[src/hw/ptp_csr_pkg.sv]
/*
  Constants for the timestamp configuration register bank: word offsets,
  field positions, widths and values after reset for both directions.
  Assumes a 12-bit word address bus where one offset is one 32-bit word.
*/
package ptp_csr_pkg;

  // Bus widths.
  localparam int ADDR_W = 12;
  localparam int DATA_W = 32;

  // Transmit range word offsets.
  localparam logic [11:0] TX_REV_OFS     = 12'hA00;
  localparam logic [11:0] TX_SCRATCH_OFS = 12'hA01;
  localparam logic [11:0] TX_IDENT0_OFS  = 12'hA02;
  localparam logic [11:0] TX_IDENT1_OFS  = 12'hA03;
  localparam logic [11:0] TX_IDENT2_OFS  = 12'hA04;
  localparam logic [11:0] TX_PERIOD_OFS  = 12'hA05;
  localparam logic [11:0] TX_RSVD_LO_OFS = 12'hA06;
  localparam logic [11:0] TX_RSVD_HI_OFS = 12'hA0A;
  localparam logic [11:0] TX_ASYM_OFS    = 12'hA0B;
  localparam logic [11:0] TX_LAT_OFS     = 12'hA0C;

  // Receive range word offsets.
  localparam logic [11:0] RX_REV_OFS     = 12'hB00;
  localparam logic [11:0] RX_SCRATCH_OFS = 12'hB01;
  localparam logic [11:0] RX_IDENT0_OFS  = 12'hB02;
  localparam logic [11:0] RX_IDENT1_OFS  = 12'hB03;
  localparam logic [11:0] RX_IDENT2_OFS  = 12'hB04;
  localparam logic [11:0] RX_PERIOD_OFS  = 12'hB05;
  localparam logic [11:0] RX_LAT_OFS     = 12'hB06;

  // Clock period field: whole ns above a 16-bit fraction.
  localparam int PERIOD_W    = 20;
  localparam int FRAC_W      = 16;
  localparam int PERIOD_NS_LSB = 16;

  // Asymmetry field positions.
  localparam int ASYM_W      = 19;
  localparam int ASYM_EN_BIT = 18;
  localparam int ASYM_SUB_BIT = 17;
  localparam int ASYM_MAG_W  = 17;

  // Values after reset.
  localparam logic [19:0] PERIOD_RST  = 20'h28F5C;
  localparam logic [18:0] ASYM_RST    = 19'h00000;
  localparam logic [31:0] WORD_RST    = 32'h00000000;

endpackage

[src/hw/ptp_timestamp_csr_bank.sv]
/*
  Configuration and identification register bank for the transmit and
  receive timestamp paths, plus the asymmetry correction of the final
  delay. Assumes a single-clock register port whose master holds strobes
  for one cycle, never raises both at once, and reads data one cycle later.
  The final delay arrives from logic on the same clock, so it is not
  synchronised.
*/
module ptp_timestamp_csr_bank #(
  parameter int          DELAY_W   = 48,            // Final delay, ns with 16-bit fraction.
  parameter logic [31:0] REVISION  = 32'h00010000,  // Arbitrary value.
  parameter logic [31:0] TX_IDENT0 = 32'h41414141,  // Arbitrary value.
  parameter logic [31:0] TX_IDENT1 = 32'h42424242,  // Arbitrary value.
  parameter logic [31:0] TX_IDENT2 = 32'h43434343,  // Arbitrary value.
  parameter logic [31:0] RX_IDENT0 = 32'h44444444,  // Arbitrary value.
  parameter logic [31:0] RX_IDENT1 = 32'h45454545,  // Arbitrary value.
  parameter logic [31:0] RX_IDENT2 = 32'h46464646   // Arbitrary value.
) (
  input  wire logic                          clk_in,
  input  wire logic                          nrst_in,
  input  wire logic [ptp_csr_pkg::ADDR_W-1:0] addr_in,
  input  wire logic [ptp_csr_pkg::DATA_W-1:0] wdata_in,
  input  wire logic                          wr_in,
  input  wire logic                          rd_in,
  output logic      [ptp_csr_pkg::DATA_W-1:0] rdata_out,
  input  wire logic [DELAY_W-1:0]            final_delay_in,
  output logic      [DELAY_W-1:0]            adjusted_delay_out,
  output logic      [ptp_csr_pkg::PERIOD_W-1:0] tx_period_out,
  output logic      [ptp_csr_pkg::PERIOD_W-1:0] rx_period_out,
  output logic      [ptp_csr_pkg::DATA_W-1:0] tx_latency_out,
  output logic      [ptp_csr_pkg::DATA_W-1:0] rx_latency_out
);
  import ptp_csr_pkg::*;

  // Software-visible storage.
  logic [DATA_W-1:0]   tx_scratch_word;          // Transmit scratch.
  logic [DATA_W-1:0]   rx_scratch_word;          // Receive scratch.
  logic [PERIOD_W-1:0] tx_mac_period;            // Transmit MAC clock period.
  logic [PERIOD_W-1:0] rx_mac_period;            // Receive MAC clock period.
  logic [ASYM_W-1:0]   tx_asymmetry_adjust;      // Enable, direction, magnitude.
  logic [DATA_W-1:0]   tx_serializer_latency;    // Transmit serializer latency.
  logic [DATA_W-1:0]   rx_deserializer_latency;  // Receive deserializer latency.
  logic [DATA_W-1:0]   next_rdata;               // Read mux result.
  logic [DELAY_W-1:0]  adjusted_delay;           // Registered corrected delay.
  logic [DATA_W-1:0]   read_data;                // Registered read data.

  // Applies the asymmetry word to a delay; the magnitude is whole ns, so it
  // is moved above the fraction before it meets the delay.
  function automatic logic [DELAY_W-1:0] apply_asym(
    input logic [DELAY_W-1:0] delay,
    input logic [ASYM_W-1:0]  asym
  );
    logic [DELAY_W-1:0] mag;
    mag = DELAY_W'({asym[ASYM_MAG_W-1:0], {FRAC_W{1'b0}}});
    if (!asym[ASYM_EN_BIT]) begin
      apply_asym = delay;
    end else if (asym[ASYM_SUB_BIT]) begin
      apply_asym = delay - mag;
    end else begin
      apply_asym = delay + mag;
    end
  endfunction

  // Tells whether a word address hits one writable location.
  function automatic logic hit(
    input logic [ADDR_W-1:0] a,
    input logic [ADDR_W-1:0] ofs
  );
    hit = (a == ofs);
  endfunction

  // Scratch words have no side effect beyond storage.
  // scratch write storage
  always_ff @(posedge clk_in or negedge nrst_in) begin
    if (!nrst_in) begin
      tx_scratch_word <= WORD_RST;
      rx_scratch_word <= WORD_RST;
    end else if (wr_in) begin
      if (hit(addr_in, TX_SCRATCH_OFS)) begin
        tx_scratch_word <= wdata_in;
      end
      if (hit(addr_in, RX_SCRATCH_OFS)) begin
        rx_scratch_word <= wdata_in;
      end
    end
  end

  // Clock period words; the upper data bits are dropped on purpose.
  // transmit and receive period write
  always_ff @(posedge clk_in or negedge nrst_in) begin
    if (!nrst_in) begin
      tx_mac_period <= PERIOD_RST;
      rx_mac_period <= PERIOD_RST;
    end else if (wr_in) begin
      if (hit(addr_in, TX_PERIOD_OFS)) begin
        tx_mac_period <= wdata_in[PERIOD_W-1:0];
      end
      if (hit(addr_in, RX_PERIOD_OFS)) begin
        rx_mac_period <= wdata_in[PERIOD_W-1:0];
      end
    end
  end

  // Asymmetry word; a change takes effect on the next delay sample.
  // asymmetry word storage
  always_ff @(posedge clk_in or negedge nrst_in) begin
    if (!nrst_in) begin
      tx_asymmetry_adjust <= ASYM_RST;
    end else if (wr_in && hit(addr_in, TX_ASYM_OFS)) begin
      tx_asymmetry_adjust <= wdata_in[ASYM_W-1:0];
    end
  end

  // Latency words. They reset to zero, not to the recommended values, so
  // software must load them before timestamps are trusted.
  // transmit and receive latency write
  always_ff @(posedge clk_in or negedge nrst_in) begin
    if (!nrst_in) begin
      tx_serializer_latency   <= WORD_RST;
      rx_deserializer_latency <= WORD_RST;
    end else if (wr_in) begin
      if (hit(addr_in, TX_LAT_OFS)) begin
        tx_serializer_latency <= wdata_in;
      end
      if (hit(addr_in, RX_LAT_OFS)) begin
        rx_deserializer_latency <= wdata_in;
      end
    end
  end

  // Read decode. Revision and identifier words ignore writes since no
  // storage stands behind them; reserved and unmapped words read zero.
  // read word decode
  always_comb begin
    next_rdata = WORD_RST;
    if (addr_in == TX_REV_OFS || addr_in == RX_REV_OFS) begin
      next_rdata = REVISION;
    end else if (addr_in == TX_SCRATCH_OFS) begin
      next_rdata = tx_scratch_word;
    end else if (addr_in == TX_IDENT0_OFS) begin
      next_rdata = TX_IDENT0;
    end else if (addr_in == TX_IDENT1_OFS) begin
      next_rdata = TX_IDENT1;
    end else if (addr_in == TX_IDENT2_OFS) begin
      next_rdata = TX_IDENT2;
    end else if (addr_in == TX_PERIOD_OFS) begin
      next_rdata = DATA_W'(tx_mac_period);
    end else if (addr_in == TX_ASYM_OFS) begin
      next_rdata = DATA_W'(tx_asymmetry_adjust);
    end else if (addr_in == TX_LAT_OFS) begin
      next_rdata = tx_serializer_latency;
    end else if (addr_in == RX_SCRATCH_OFS) begin
      next_rdata = rx_scratch_word;
    end else if (addr_in == RX_IDENT0_OFS) begin
      next_rdata = RX_IDENT0;
    end else if (addr_in == RX_IDENT1_OFS) begin
      next_rdata = RX_IDENT1;
    end else if (addr_in == RX_IDENT2_OFS) begin
      next_rdata = RX_IDENT2;
    end else if (addr_in == RX_PERIOD_OFS) begin
      next_rdata = DATA_W'(rx_mac_period);
    end else if (addr_in == RX_LAT_OFS) begin
      next_rdata = rx_deserializer_latency;
    end
  end

  // Read data is captured on the strobe and held only for the next cycle;
  // otherwise it returns to zero so stale words are never mistaken.
  // read data capture
  always_ff @(posedge clk_in or negedge nrst_in) begin
    if (!nrst_in) begin
      read_data <= WORD_RST;
    end else if (rd_in) begin
      read_data <= next_rdata;
    end else begin
      read_data <= WORD_RST;
    end
  end

  // Delay correction is one registered stage; wraparound on a subtraction
  // below zero is left to the caller, who owns the delay range.
  // add or subtract
  always_ff @(posedge clk_in or negedge nrst_in) begin
    if (!nrst_in) begin
      adjusted_delay <= '0;
    end else begin
      adjusted_delay <= apply_asym(final_delay_in, tx_asymmetry_adjust);
    end
  end

  // All outputs come straight from the flip-flops above.
  assign rdata_out          = read_data;
  assign adjusted_delay_out = adjusted_delay;
  assign tx_period_out      = tx_mac_period;
  assign rx_period_out      = rx_mac_period;
  assign tx_latency_out     = tx_serializer_latency;
  assign rx_latency_out     = rx_deserializer_latency;
endmodule

[config.mk]
export PLATFORM = sky130hd
export DESIGN_NAME = ptp_timestamp_csr_bank
export DESIGN_NICKNAME = d
export VERILOG_FILES = /design/src/hw/ptp_csr_pkg.sv /design/src/hw/ptp_timestamp_csr_bank.sv
export SDC_FILE = /design/constraint.sdc
export NUM_CORES = 1
export LEC_CHECK = 0
export BUFFER_PORTS_ARGS = -buffer_cell sky130_fd_sc_hd__buf_4
export CORE_MARGIN = 2
export CORE_UTILIZATION = 26
export DETAILED_ROUTE_END_ITERATION = 6
export PLACE_DENSITY = 0.42
export SETUP_SLACK_MARGIN = 0.4
export SKIP_CTS_REPAIR_TIMING = 1
export SLEW_MARGIN = 20
export SYNTH_ARGS = -nofsm -noshare
export SYNTH_HDL_FRONTEND = slang
export SYNTH_SLANG_ARGS = --single-unit
export TNS_END_PERCENT = 50
[constraint.sdc]
create_clock -name clk_in -period 9.9 [get_ports clk_in]
set_input_delay 1.98 -clock clk_in [delete_from_list [all_inputs] [get_ports clk_in]]
set_output_delay 1.98 -clock clk_in [all_outputs]
set_load 0.02 [all_outputs]
==> run metrics <==
Setup Skew=9.858 ps; fin area=0.01723 sq mm; drt pass-1 iters=5; die width=228.2 um; Synth area leader=dfrtp_1; Util after Layout=0.3456; ys flop type=dfrtp_1; vias in the first global route=10660; clk_lat worst skew=550 ps; most frequent CP cell=or4_1; DP Wirelength=32.24 mm; DRT antenna net count=0; crit path kind=register to register; cells after synthesis=1086; Syn Nets=1215; I/O pin cnt=280; gr usage total=0.1781; Pwr Density=159.0 mW/mm^2; std cell rows=82; RR Startpoint=tx_asymmetry_adjust[6]$_DFFE_PN0P_; worst path required time=10350 ps; Layout Nets=1494; Fin Setup TNS=0 ps; DRC=0; via count of the routed design=10170; Avg Synthesized Cell Area=12.03 sq um; Slew Viols, Final=0; Routed wire per std cell=22.59 um; Peak VDD IR=0.1013 mV; post-synthesis cell area=0.01307 sq mm; Clk pin slew, worst setup/hold paths=50 ps; Seq/Total Area, Yosys=0.5132; Synthesis Warnings=0; max incr delay on CP=620 ps; Critical path origin=tx_asymmetry_adjust[6]$_DFFE_PN0P_; Synth cell types=91; worst-path cell chain=or4_1 > nor3_2 > nand2_1 > nor3b_4 > a21oi_1 > xnor2_1 > ha_1 > nand4_2 > or4_1 > a211oi_2 > o31ai_2 > a31o_1 > a2111o_1 > o211ai_1; final hold vios=0; die height=228.2 um; gpl congestion=0.8144; Reg2Reg Setup Slack=5040 ps; clk buf depth=3; part of the cycle the worst path needs=0.4911; slowest CP cell=or4_1; commonest cells after routing, fill and taps aside=294 x buf_4, 247 x dfrtp_1, 107 x mux2_1, 97 x mux2_2, 68 x a21oi_1; unrepaired setup endpoints after global routing=no; initial antenna violation count=0; Worst setup SP type=register; # H-tree levels=2; commonest non-fill, non-tap cell in the layout=buf_4; status=finished clean; Critical Path End Type=register; Period minus WS final=4862 ps; Max Cap Violations=0; Post-synth ARST share=1.000; worst hold path cell count=1; worst min-delay path endpoint=tx_scratch_word[15]$_DFFE_PN0P_; starting density of the core=0.2621; initial drt markers=649; Worst slew margin=0.2775; Min-Delay Path Class=register to register; largest net degree at the start of global routing=166; placed cell area=0.01597 sq mm; Synth top area share=0.4730; GRT Residual Overflow=0; first-pass GRT wire length=69.94 mm; number of synthesized flops with an enable pin=0; fmax=0.2057 GHz; layout cells sized above 1=0.3661; DRT Wirelength=46.66 mm; Design Power=2.740 mW; P&R area growth vs syn=31.85%; maximum fanout along the worst path=9; CTS Buf Count=36; #FFs+latches synth=267; Lkg Pwr=8.191 nW; ranking of synthesized cells by area=dfrtp_1 47%, mux2_1 9.2%, mux2_2 8.4%, dfstp_2 4.0%, ha_1 3.1%; Worst-Margin Slew=1080 ps; port bufs=279; Core Region=0.04986 sq mm; Critical Path AT=5310 ps; CTS tree=built; Reg-to-Reg End=adjusted_delay_out[47]$_DFF_PN0_; Root Driver=clkbuf_16; Hold Crit Start=tx_scratch_word[15]$_DFFE_PN0P_; final setup fails=0; vias per cell=4.923; cell depth of the worst flop-to-flop path=14; die area=0.05207 sq mm; CTS Sinks=267
## flip-flops by register name, summed over array words and instances, names as in the netlist
name and count:
rx_period_out 20, tx_latency_out 32, tx_period_out 20, adjusted_delay_out 48
rx_scratch_word 32, tx_scratch_word 32, rdata_out 32, rx_latency_out 32
tx_asymmetry_adjust 19
## cell usage after synthesis (10+ instances only)
cell type and n:
a221oi_1 13, xnor2_1 28, buf_2 10, inv_1 26, a31o_2 14, a22oi_1 31
ha_1 32, nor3_1 16, clkbuf_1 29, nand2_1 59, a21oi_1 68, nor2_1 32
buf_1 11, nand2b_1 10, dfrtp_1 247, nand3_1 17, o221ai_1 10, o21ai_0 27
mux2_2 97, dfstp_2 20, mux2_1 107, a21o_1 20
## kinds of logic after synthesis
| kind of cell | after synthesis | share of synthesized area |
|---|---|---|
| compound gates | 268 | 0.1469 |
| fa+ha+maj | 34 | 0.03293 |
| xor+xnor | 35 | 0.02346 |
| buf+inv | 81 | 0.02595 |
| mux | 209 | 0.1796 |
| flops | 267 | 0.5132 |
| simple gates | 192 | 0.07803 |
## layout make-up
cell class | instances | area, sq um
flip-flops and latches | 267 | 6706
fillers | 5069 | 32630
clock inverters | 7 | 165.2
clock buffers | 59 | 1099
inverters | 26 | 97.59
multi-input cells | 738 | 6078
diodes | 1 | 2.502
well taps | 672 | 840.8
repair buffers | 296 | 2242
## report_power, final
part,leakage [nW],internal (mW),switching [mW],total [mW]
registers,3.55,1.11,0.00663,1.11
clock network,0.616,0.868,0.514,1.38
logic,4.03,0.0992,0.146,0.245
total,8.19,2.07,0.667,2.74
## how the worst max path moves through the flow
| stage | end | slack [ps] | cells past startpoint |
|---|---|---|---|
| after floorplan | adjusted_delay_out[32]$_DFF_PN0_ | 5450 | 11 |
| after global placement | tx_latency_out[27]$_DFFE_PN0P_ | 4760 | 7 |
| after detailed placement | tx_latency_out[13]$_DFFE_PN0P_ | 4720 | 7 |
| after CTS | adjusted_delay_out[47]$_DFF_PN0_ | 5040 | 14 |
| after global routing | adjusted_delay_out[47]$_DFF_PN0_ | 4700 | 14 |
| final | adjusted_delay_out[47]$_DFF_PN0_ | 5040 | 14 |
## critical path, delay by kind of cell, from the launching register on
family,cells,cell delay (ps)
AND/OR/NAND/NOR,6,2300
XOR/XNOR,1,150
AO/OA/AOI/OAI,6,1390
flip-flops,1,500
adder cells (fa/ha/maj),1,430
## routing by layer
metal  global-route usage  share of wire
met3              0.04963          0.070
met4              0.04984          0.021
met2               0.2881           0.47
met1               0.2330           0.44
met5                    0              0
## stage by stage
stage	hold slack, ps	cells	setup slack, ps
finish	491.8	2066	5038
global route	501.2	2065	4702
CTS	493.5	2065	5037
detailed placement	479.5	1999	4725
global placement	470.0	1999	4762
floorplan	458.8	1086	5449
Power figures use the tool's default switching activity.
